File: config.mk
export PLATFORM = sky130hd
export DESIGN_NAME = tlhc_top
export DESIGN_NICKNAME = d
export VERILOG_FILES = /design/src/hw/tlhc_pkg.sv /design/src/hw/tlhc_top.sv /design/src/hw/tlhc_sync.sv /design/src/hw/tlhc_evsel.sv
export SDC_FILE = /design/constraint.sdc
export NUM_CORES = 1
export LEC_CHECK = 0
export ABC_AREA = 1
export BUFFER_PORTS_ARGS = -buffer_cell sky130_fd_sc_hd__buf_2
export CAP_MARGIN = 20
export CORE_UTILIZATION = 25
export CTS_CLUSTER_DIAMETER = 100
export DETAILED_ROUTE_END_ITERATION = 8
export MAX_ROUTING_LAYER = met4
export PLACE_DENSITY = 0.39
export SETUP_SLACK_MARGIN = 0.2
export SLEW_MARGIN = 15
export SYNTH_ARGS = -nofsm -noshare
export SYNTH_HDL_FRONTEND = slang
export SYNTH_SLANG_ARGS = --single-unit
File: constraint.sdc
create_clock -name CLK -period 3 [get_ports CLK]
set_input_delay 0.15 -clock CLK [delete_from_list [all_inputs] [get_ports CLK]]
set_output_delay 0.15 -clock CLK [all_outputs]
set_load 0.03 [all_outputs]
File: src/hw/tlhc_pkg.sv
/*
 timer lower half package: register offsets, control word fields,
 mode encodings and reset values. assumes an apb slave with 32-bit
 aligned words.
*/
package tlhc_pkg;
	// register byte offsets
	localparam logic [11:0] OFF_CONTROL      = 12'h000;
	localparam logic [11:0] OFF_COUNT        = 12'h004;
	localparam logic [11:0] OFF_PERIOD       = 12'h008;
	localparam logic [11:0] OFF_RELOAD       = 12'h00c;
	localparam logic [11:0] OFF_ARRANGE      = 12'h010;
	localparam logic [11:0] OFF_STATUS       = 12'h014;
	// control word and arrangement register field positions
	localparam int          POS_EDGE         = 12;
	localparam int          POS_CAP_EN       = 11;
	localparam int          POS_RD_CLR       = 10;
	localparam int          POS_SRC          = 8;
	localparam int          POS_RUN          = 6;
	localparam int          POS_ARRANGE      = 2;
	// writable bits of the control word and the arrangement register
	localparam logic [31:0] CONTROL_MASK     = 32'h0000_3dc0;
	localparam logic [31:0] ARRANGE_MASK     = 32'h0000_000c;
	// reset values, and the read data returned for unmapped addresses
	localparam logic [31:0] RST_CONTROL      = 32'h0000_0000;
	localparam logic [31:0] RST_COUNT        = 32'h0000_0000;
	localparam logic [31:0] RST_PERIOD       = 32'hffff_ffff;
	localparam logic [31:0] RST_RELOAD       = 32'h0000_0000;
	localparam logic [1:0]  RST_ARRANGE      = 2'h0;
	localparam logic [31:0] PSLVERR_DATA     = 32'h0000_0000;

	typedef enum logic [1:0]
	{
		RUN_DISABLED   = 2'b00,
		RUN_ONCE       = 2'b01,
		RUN_CONTINUOUS = 2'b10,
		RUN_CONT_RELOAD = 2'b11
	} tlhc_run_e;

	typedef enum logic [1:0]
	{
		EDGE_RISING  = 2'b00,
		EDGE_FALLING = 2'b01,
		EDGE_BOTH    = 2'b10,
		EDGE_RSVD    = 2'b11
	} tlhc_edge_e;

	localparam logic [1:0]  ARR_DUAL_UNCHAINED = 2'h1;
endpackage : tlhc_pkg

File: src/hw/tlhc_top.sv
/*
 lower 32-bit half of a general purpose timer with its control word,
 period, reload and arrangement registers on apb. assumes a single
 100 MHz clock and an asynchronous timer input pin.
*/
`timescale 1ns/1ps
module tlhc_top
(
	input  wire logic        CLK,
	input  wire logic        RST_B,
	input  wire logic        PSEL,
	input  wire logic        PENABLE,
	input  wire logic        PWRITE,
	input  wire logic [11:0] PADDR,
	input  wire logic [31:0] PWDATA,
	output logic      [31:0] PRDATA,
	output logic             PREADY,
	output logic             PSLVERR,
	input  wire logic        TIMER_IN,
	output logic             TIMER_EVENT_IRQ,
	output logic             TIMER_EVENT_DMA,
	output logic             TIMER_EVENT_OUT
);
	typedef struct packed
	{
		logic [31:0] control;
		logic [31:0] count;
		logic [31:0] period;
		logic [31:0] reload;
		logic [1:0]  arrange;
		logic        wrap;
		logic        stopped;
		logic        evt;
		logic [31:0] rdata;
		logic        slverr;
	} tlhc_state_s;

	tlhc_state_s st_reg;
	tlhc_state_s st_next;

	logic       pin_level;
	logic       pin_rise;
	logic       pin_fall;
	logic       cap_hit;
	logic [1:0] run_mode;
	logic       src_pin;
	logic       cap_en;
	logic       rd_clr_en;
	logic       unchained;
	logic       cap_ok;
	logic       tick;
	logic       access;
	logic       wr;
	logic       rd;
	logic       mapped;

	tlhc_sync u_sync
	(
		.clk    (CLK),
		.rst_b  (RST_B),
		.pin_in (TIMER_IN),
		.level  (pin_level),
		.rise   (pin_rise),
		.fall   (pin_fall)
	);

	tlhc_evsel u_evsel
	(
		.rise      (pin_rise),
		.fall      (pin_fall),
		.edge_sel  (st_reg.control[tlhc_pkg::POS_EDGE +: 2]),
		.event_hit (cap_hit)
	);

	function automatic logic addr_is(input logic [11:0] a,
		input logic [11:0] off);
		addr_is = (a == off);
	endfunction : addr_is

	assign run_mode  = st_reg.control[tlhc_pkg::POS_RUN +: 2];
	assign src_pin   = st_reg.control[tlhc_pkg::POS_SRC];
	assign cap_en    = st_reg.control[tlhc_pkg::POS_CAP_EN];
	assign rd_clr_en = st_reg.control[tlhc_pkg::POS_RD_CLR];
	assign unchained = (st_reg.arrange == tlhc_pkg::ARR_DUAL_UNCHAINED);
	// capture qualified by arrangement, source and mode
	assign cap_ok    = cap_en & unchained & ~src_pin & run_mode[1];
	// count tick: every clock internally, rising pin edge externally
	assign tick      = src_pin ? pin_rise : 1'b1;
	assign access    = PSEL & PENABLE;
	assign wr        = access & PWRITE;
	assign rd        = access & ~PWRITE;
	assign mapped    = addr_is(PADDR, tlhc_pkg::OFF_CONTROL)
		| addr_is(PADDR, tlhc_pkg::OFF_COUNT)
		| addr_is(PADDR, tlhc_pkg::OFF_PERIOD)
		| addr_is(PADDR, tlhc_pkg::OFF_RELOAD)
		| addr_is(PADDR, tlhc_pkg::OFF_ARRANGE)
		| addr_is(PADDR, tlhc_pkg::OFF_STATUS);

	always_comb
	begin
		st_next     = st_reg;
		st_next.evt = 1'b0;
		// counting; in the continuous modes wrap flags the cycle right after a period match
		st_next.wrap = 1'b0;
		if (tick)
		begin
			unique case (tlhc_pkg::tlhc_run_e'(run_mode))
				tlhc_pkg::RUN_DISABLED:
					st_next.count = st_reg.count;
				tlhc_pkg::RUN_ONCE:
				begin
					if (st_reg.count == st_reg.period)
					begin
						if (!st_reg.stopped)
							st_next.evt = 1'b1;
						st_next.stopped = 1'b1;
					end
					else if (!st_reg.stopped)
						st_next.count = st_reg.count + 32'h0000_0001;
				end
				tlhc_pkg::RUN_CONTINUOUS,
				tlhc_pkg::RUN_CONT_RELOAD:
				begin
					if (st_reg.count == st_reg.period)
					begin
						st_next.count = '0;
						st_next.wrap  = 1'b1;
						st_next.evt   = 1'b1;
						if (run_mode == tlhc_pkg::RUN_CONT_RELOAD)
							st_next.period = st_reg.reload;
					end
					else
						st_next.count = st_reg.count + 32'h0000_0001;
				end
			endcase
		end
		// capture: clear counter and raise events
		if (cap_ok && cap_hit)
		begin
			st_next.count = '0;
			st_next.wrap  = 1'b0;
			st_next.evt   = 1'b1;
		end
		// register writes
		st_next.slverr = 1'b0;
		if (wr && mapped)
		begin
			if (addr_is(PADDR, tlhc_pkg::OFF_CONTROL))
			begin
				st_next.control = PWDATA & tlhc_pkg::CONTROL_MASK;
				st_next.stopped = 1'b0;
			end
			if (addr_is(PADDR, tlhc_pkg::OFF_COUNT))
				st_next.count = PWDATA;
			if (addr_is(PADDR, tlhc_pkg::OFF_PERIOD))
				st_next.period = PWDATA;
			if (addr_is(PADDR, tlhc_pkg::OFF_RELOAD))
				st_next.reload = PWDATA;
			if (addr_is(PADDR, tlhc_pkg::OFF_ARRANGE))
				st_next.arrange = PWDATA[tlhc_pkg::POS_ARRANGE +: 2];
		end
		// reads: counter read may clear without events
		st_next.rdata = tlhc_pkg::PSLVERR_DATA;
		if (rd && mapped)
		begin
			if (addr_is(PADDR, tlhc_pkg::OFF_CONTROL))
				st_next.rdata = st_reg.control;
			if (addr_is(PADDR, tlhc_pkg::OFF_COUNT))
			begin
				st_next.rdata = st_reg.count;
				if (rd_clr_en && unchained)
				begin
					// no event is raised here; capture events still pass
					st_next.count = '0;
					st_next.wrap  = 1'b0;
				end
			end
			if (addr_is(PADDR, tlhc_pkg::OFF_PERIOD))
				st_next.rdata = st_reg.period;
			if (addr_is(PADDR, tlhc_pkg::OFF_RELOAD))
				st_next.rdata = st_reg.reload;
			if (addr_is(PADDR, tlhc_pkg::OFF_ARRANGE))
				st_next.rdata = {28'h0000000, st_reg.arrange, 2'h0};
			if (addr_is(PADDR, tlhc_pkg::OFF_STATUS))
				st_next.rdata = {29'h00000000, pin_level,
					st_reg.stopped, st_reg.wrap};
		end
		if (access && !mapped)
			st_next.slverr = 1'b1;
	end

	always_ff @(posedge CLK or negedge RST_B)
	begin
		if (!RST_B)
		begin
			st_reg         <= '0;
			st_reg.control <= tlhc_pkg::RST_CONTROL;
			st_reg.count   <= tlhc_pkg::RST_COUNT;
			st_reg.period  <= tlhc_pkg::RST_PERIOD;
			st_reg.reload  <= tlhc_pkg::RST_RELOAD;
			st_reg.arrange <= tlhc_pkg::RST_ARRANGE;
		end
		else
			st_reg <= st_next;
	end

	// single-cycle access phase; read data comes from the bus path
	assign PREADY          = 1'b1;
	assign PRDATA          = rd ? st_next.rdata : 32'h0000_0000;
	assign PSLVERR         = access & ~mapped;
	assign TIMER_EVENT_IRQ = st_reg.evt;
	assign TIMER_EVENT_DMA = st_reg.evt;
	assign TIMER_EVENT_OUT = st_reg.evt;

	a_capture_clears: assert property (@(posedge CLK) disable iff (!RST_B)
		(cap_ok && cap_hit && !wr) |=> (st_reg.count == 32'h0) && st_reg.evt)
		else $error("capture did not clear counter");
	a_capture_gated: assert property (@(posedge CLK) disable iff (!RST_B)
		(cap_hit && (src_pin || !unchained || !run_mode[1]))
		|-> !cap_ok)
		else $error("capture allowed out of mode");
	a_cap_events: assert property (@(posedge CLK) disable iff (!RST_B)
		(cap_ok && cap_hit && !rd) |=> TIMER_EVENT_IRQ && TIMER_EVENT_DMA)
		else $error("capture gave no events");
	a_read_clears: assert property (@(posedge CLK) disable iff (!RST_B)
		(rd && addr_is(PADDR, tlhc_pkg::OFF_COUNT) && rd_clr_en && unchained
		&& !(cap_ok && cap_hit) && !(tick && run_mode != 2'b00
		&& st_reg.count == st_reg.period))
		|=> st_reg.count == 32'h0 && !st_reg.evt)
		else $error("read clear failed");
	a_read_keeps: assert property (@(posedge CLK) disable iff (!RST_B)
		(rd && !rd_clr_en && run_mode == 2'b00 && !st_reg.wrap && !cap_ok)
		|=> st_reg.count == $past(st_reg.count))
		else $error("read disturbed counter");
	a_wrap_zero: assert property (@(posedge CLK) disable iff (!RST_B)
		(run_mode[1] && tick && !access
		&& st_reg.count == st_reg.period) |=> st_reg.count == 32'h0)
		else $error("no wrap after match");
	a_reload_period: assert property (@(posedge CLK) disable iff (!RST_B)
		(run_mode == 2'b11 && tick && st_reg.count == st_reg.period && !wr)
		|=> st_reg.period == $past(st_reg.reload))
		else $error("period not reloaded");
	a_once_stops: assert property (@(posedge CLK) disable iff (!RST_B)
		(st_reg.stopped && run_mode == 2'b01 && !access && !cap_ok)
		|=> $stable(st_reg.count))
		else $error("one-shot kept counting");
	a_rsvd_zero: assert property (@(posedge CLK) disable iff (!RST_B)
		(st_reg.control & ~tlhc_pkg::CONTROL_MASK) == 32'h0)
		else $error("reserved control bit set");
	a_pin_source: assert property (@(posedge CLK) disable iff (!RST_B)
		(src_pin && !pin_rise && run_mode == 2'b10 && !st_reg.wrap
		&& !access && !(cap_ok && cap_hit)) |=> $stable(st_reg.count))
		else $error("counted without pin edge");
endmodule : tlhc_top

File: src/hw/tlhc_sync.sv
/*
 two flip-flop synchroniser for the timer input pin, followed by
 rising and falling edge detection on the synchronised level.
 assumes the pin is asynchronous to CLK.
*/
`timescale 1ns/1ps
module tlhc_sync
(
	input  wire logic clk,
	input  wire logic rst_b,
	input  wire logic pin_in,
	output logic      level,
	output logic      rise,
	output logic      fall
);
	typedef struct packed
	{
		logic meta;
		logic sync;
		logic last;
	} tlhc_sync_s;

	tlhc_sync_s st_reg;
	tlhc_sync_s st_next;

	always_comb
	begin
		st_next      = st_reg;
		st_next.meta = pin_in;
		st_next.sync = st_reg.meta;
		st_next.last = st_reg.sync;
	end

	always_ff @(posedge clk or negedge rst_b)
	begin
		if (!rst_b)
			st_reg <= '0;
		else
			st_reg <= st_next;
	end

	assign level = st_reg.sync;
	assign rise  = st_reg.sync & ~st_reg.last;
	assign fall  = ~st_reg.sync & st_reg.last;
endmodule : tlhc_sync

File: src/hw/tlhc_evsel.sv
/*
 capture edge selection: turns synchronised edges into a capture
 event according to the edge select code. assumes edges are
 one-cycle pulses on CLK.
*/
`timescale 1ns/1ps
module tlhc_evsel
(
	input  wire logic       rise,
	input  wire logic       fall,
	input  wire logic [1:0] edge_sel,
	output logic            event_hit
);
	always_comb
	begin
		unique case (tlhc_pkg::tlhc_edge_e'(edge_sel))
			tlhc_pkg::EDGE_RISING:  event_hit = rise;
			tlhc_pkg::EDGE_FALLING: event_hit = fall;
			tlhc_pkg::EDGE_BOTH:    event_hit = rise | fall;
			tlhc_pkg::EDGE_RSVD:    event_hit = 1'b0;
		endcase
	end
endmodule : tlhc_evsel

Word-level counts from Yosys, hierarchy flattened
Index checks and enable logic that the tools add are counted.
{"block": "totals", "in_bits": 50, "wordCells": 97, "ff_bits": 111, "output_inout_bits": 37}
{"block": "classes", "n_reduce_logical": 11, "muxes": 41, "add_sub_neg": 1, "bitwise": 20, "eq_ne": 13}
{"operator": "32-bit 2-to-1 mux", "n": 20}
{"operator": "98-bit 2-to-1 mux", "n": 1}
{"operator": "32-bit case mux with 3 select lines", "n": 1}
{"operator": "64-bit 2-to-1 mux", "n": 1}
{"operator": "32-bit by 1-bit adder with 32-bit output (second input constant)", "n": 1}
{"operator": "32-bit == test", "n": 1}
{"operator": "12-bit by 4-bit == test with 1-bit output (second input constant)", "n": 2}
{"operator": "12-bit by 5-bit == test with 1-bit output (second input constant)", "n": 2}
{"operator": "14-bit 2-to-1 mux", "n": 1}
{"operator": "12-bit by 3-bit == test with 1-bit output (second input constant)", "n": 1}
{"operator": "12-bit logical NOT", "n": 1}
{"operator": "1-bit 2-to-1 mux", "n": 12}
{"operator": "1-bit AND", "n": 9}
{"operator": "2-bit == test (second input constant)", "n": 4}
{"operator": "2-bit by 1-bit == test with 1-bit output (second input constant)", "n": 3}
{"operator": "1-bit bitwise OR", "n": 6}
{"operator": "2-bit AND reduction", "n": 3}
{"operator": "1-bit inverter", "n": 5}
{"operator": "1-bit logical AND", "n": 4}
{"operator": "2-bit logical NOT", "n": 2}
{"operator": "2-bit 2-to-1 mux", "n": 2}
{"operator": "1-bit case mux with 4 select lines", "n": 1}
{"operator": "3-bit 2-to-1 mux", "n": 1}
{"operator": "1-bit case mux with 2 select lines", "n": 1}
{"operator": "2-bit OR reduction", "n": 1}

Longest topological paths before layout
{"block": "depth", "ltp_word": 11, "ltp_mapped": 18, "mapped_depth_nobuf": 16}

Cells and area by module
Synthesis repeated with hierarchy kept, for this count alone.
{"block": "hier_totals", "hier_cells": 1142, "hier_area_um2": 8076.5}
{"module": "tlhc_top", "area_per_inst_um2": 7958.9, "n_inst": 1, "cells_each": 1128, "seq_area_each_um2": 2742.6}
{"module": "tlhc_sync", "area_per_inst_um2": 90.1, "n_inst": 1, "cells_each": 7, "seq_area_each_um2": 75.1}
{"module": "tlhc_evsel", "area_per_inst_um2": 27.5, "n_inst": 1, "cells_each": 7, "seq_area_each_um2": 0.0}

Worst setup path after synthesis
OpenSTA, ideal clock, no wires.
{"block": "synth_path", "kind": "input-to-output", "start": "input PADDR[11]", "end": "output PRDATA[21]", "path_stages": 15, "slack_ns": 0.807, "required_ns": 2.850, "arrival_ns": 2.043, "n_path_buf": 2, "cell_sequence": "nor2_1 -> nand2_1 -> nor2_4 -> nand2_4 -> nor2_8 -> inv_2 -> nand2_4 -> nor2_2 -> nand2_4 -> nand4_2 -> nor2_1 -> inv_2 -> buf_2 -> buf_2 -> nor2_1"}
{"block": "synth_between", "elab_chain_cells": 9, "elab_cells_between_ends": 19, "cone_classes": "eq/ne: 5; mux: 7; bitwise: 5; reduce/logical: 2"}
{"element": "start: declaration", "line_no": "tlhc_top.sv:14", "text": "input wire logic [11:0] PADDR,"}
{"element": "12-bit by 3-bit == test with 1-bit output or 12-bit logical NOT (tied branches)", "line_no": "tlhc_top.sv:77", "text": "addr_is = (a == off);"}
{"element": "1-bit bitwise OR", "line_no": "tlhc_top.sv:93", "text": "| addr_is(PADDR, tlhc_pkg::OFF_COUNT)"}
{"element": "1-bit bitwise OR", "line_no": "tlhc_top.sv:94", "text": "| addr_is(PADDR, tlhc_pkg::OFF_PERIOD)"}
{"element": "1-bit bitwise OR", "line_no": "tlhc_top.sv:95", "text": "| addr_is(PADDR, tlhc_pkg::OFF_RELOAD)"}
{"element": "1-bit bitwise OR", "line_no": "tlhc_top.sv:96", "text": "| addr_is(PADDR, tlhc_pkg::OFF_ARRANGE)"}
{"element": "1-bit bitwise OR", "line_no": "tlhc_top.sv:97", "text": "| addr_is(PADDR, tlhc_pkg::OFF_STATUS);"}
{"element": "1-bit logical AND", "line_no": "tlhc_top.sv:164", "text": "if (rd && mapped)"}
{"element": "32-bit 2-to-1 mux (*)", "line_no": "tlhc_top.sv:164"}
{"element": "32-bit 2-to-1 mux (*)", "line_no": "tlhc_top.sv:209", "text": "assign PRDATA = rd ? st_next.rdata : 32'h0000_0000;"}
{"element": "end: declaration", "line_no": "tlhc_top.sv:16", "text": "output logic [31:0] PRDATA,"}
Every way passes the cells marked *; elsewhere a longest branch is shown, timed or not.

==> results.md <==
* Nets at 1356
* Pin count of the biggest net entering global routing at 65
* Placement Rows at 66
* WP data arrival at just under 3000 ps
* Pwr/cell area at ~300 mW/mm2
* First-pass GRT wire length at 51200 um
* Ys Warns at 0
* Share of the synthesized area in the top cell type at 0.237
* Clock-pin slew on the worst setup and hold paths at approximately 80 ps
* Post-route ant nets at 0
* Vias post-DR at around 8500
* Area growth, synth to finish at 14.8%
* Slew Viols, Final at 0
* Avg Inst Size Synth at around 6.7 um2
* Routability congestion estimate at ~0.87
* Die H at 185 um
* RSZ-0062 raised after global routing: false
* Setup CP Type: flop to flop
* Async SR Flop Fraction at 1.00
* Met1 wire length at 16500 um
* Max-cap violations at 0
* Via density at just under 5
* GR Util All Layers at 0.208
* Endpoints failing hold at 0
* Fin Clk Skew at 13.0 ps
* Root Driver: clkbuf_16
* Placed instance area at 0.00924 mm2
* Hold_sp: PWDATA[28]
* Worst Hold End: st_reg[98]
* Die X at 185 um
* Setup WS pre-CTS at about 380 ps
* Crit end category: flop
* CTS Buf Count at 9
* Core ar. at roughly 0.033 mm2
* FF+latch count, synth at 111
* Antenna diodes at 0
* Initial DRC count at ~600
* Filler cell count at about 3700
* Post-route setup TNS at 0 ps
* Die area at 0.0341 mm2
* Commonest non-fill, non-tap cell in the layout: nand2_1
* Layout cells sized above 1 at 0.185
* Min-delay worst type: primary input to flop
* Register area share after synthesis at 0.338
* DR top layer: met4
* Port Buf Inserts at 85
* Clk_lat worst skew at 370 ps
* Worst-margin pin slew at 914 ps
* Tmin final at 2590 ps
* Static leakage at 0.00416 uW
* Cell Area, Synth at around 0.0083 mm2
* FF-to-FF End: st_reg[130]
* Drt pass-1 iters at 5
* DR WL met3 at 1350 um
* Drt total wl at approximately 33000 um
* Setup WS post-layout at 407 ps
* CTS Sinks at 111
* Post-synth top area cell: dfrtp_1
* Synth Net Count at 1301
* Mapped Cells at 1248
* Final worst-path cycle share at 0.864
* CTS tree: yes
* Setup crit start kind: flop
* IO Count at 87
* Synth Flop Type: dfrtp_1
* # DRC at 0
* Status: finished clean
* Number of flops mapped to enable cells by yosys at 0
* Most frequent cells in the layout: 365 x nand2_1, 125 x o21ai_0, 117 x inv_1
* Dpl hpwl at 24900 um
* CP Max Fanout at 6
* Setup slack, reg-to-reg at 410 ps
* Clock Tree Buf Depth at 2
* Slew HR at 0.391
* WL met2 at 15100 um
* Initial antenna violation count at 0
* Dominant cells by area after synthesis: dfrtp_1 24%, nand2_1 16%, dfstp_2 10%
* Hold path depth at 3
* Yosys cell types at 45
* WP data required at 3290 ps
* H-tree Lvls at 3
* Worst VDD drop at 0.000202 V
* Max frequency at 386 MHz
* Vias in the first global route at between 8000 and 9000
* Final setup violation count at 0
* WL/cell at ~19 um
* Initial core utilization at 0.255
* GRT Residual Overflow at 0
* Reg-to-reg startpoint: st_reg[102]
* Final instance area at between 0.009 and 0.01 mm2
* Max reg flops at approximately 100
* Worst reg-to-reg path cell count at 10
[routing by layer]
layer | vias to the layer above | GRT usage
met1 | 4107 | 0.300
li1 | 4151 | -
met3 | 23 | 0.0209
met2 | 178 | 0.311
met4 | 0 | 0.0450
met5 | - | -
[power by group]
part           internal (uW)  switching [uW]  leakage [uW]
Combinational           37.8             101       0.00258
Clock                    699             615      0.000147
Sequential              1500            1.75       0.00143
[worst max-delay path, stage by stage, from the launching register on]
cell and delay, ps:
dfrtp_1 510, ha_1 230, nand3_1 140, nor2_1 310, nand3_1 250, nor2_2 300
nand4_1 180, xor2_1 190, o21ai_0 170, nand3_1 100, a21oi_1 130
[cells in the mapped netlist (all sizes together) (3+ instances only)]
master,count
a211oi,4
a21oi,50
a22oi,18
buf,41
clkbuf,39
dfrtp,79
dfstp,32
ha,3
inv,137
nand2,370
nand3,78
nand3b,3
nand4,20
nor2,103
nor3,27
nor4,3
o2111ai,7
o211ai,19
o21ai,157
o22ai,4
xnor2,19
xor2,26
[how the worst max path moves through the flow]
stage          cells past startpoint     endpoint        start
6_report                          10  st_reg[130]  st_reg[102]
5_1_grt                           16  st_reg[102]  st_reg[119]
4_1_cts                           10  st_reg[130]  st_reg[102]
3_5_place_dp                      10  st_reg[130]  st_reg[102]
3_3_place_gp                      10  st_reg[130]  st_reg[102]
2_1_floorplan                     15   PRDATA[21]    PADDR[11]
[per-stage QoR]
stage | instances | hold WS [ps] | total power, uW | util
3_3_place_gp | 1732 | 90.6 | 1670 | 0.282
2_1_floorplan | 1248 | -146 | 1560 | -
6_report | 1750 | 26.9 | 2950 | 0.293
4_1_cts | 1750 | 5.80 | 3010 | 0.292
3_5_place_dp | 1732 | 93.4 | 1670 | 0.282
5_1_grt | 1750 | 24.2 | 3070 | 0.293
[cells by family after synthesis]
logic type,synth area share
AO/OA/AOI/OAI,0.191
XOR/XNOR,0.0473
adder cells (fa/ha/maj),0.00450
buffers and inverters,0.110
flip-flops,0.338
other,0.000450
AND/OR/NAND/NOR,0.309
[area by class of cell]
cell class              instances  area, um2  area share
flip-flops and latches        111       2820       0.294
inverters                     137        514      0.0537
multi-input cells             920       4620       0.483
repair buffers                124        763      0.0797
clock buffers                  14        264      0.0276
clock inverters                 2       38.8     0.00405
well taps                     442        553      0.0578
[timing repair]
item | CTS | global route
hold buffers | 2 | 0
gates resized for setup | 0 | 3
hold endpoints to repair | 22 | 0
buffers inserted | 0 | 0
endpoints found under the setup margin | 0 | 13
Power figures use the tool's default switching activity.
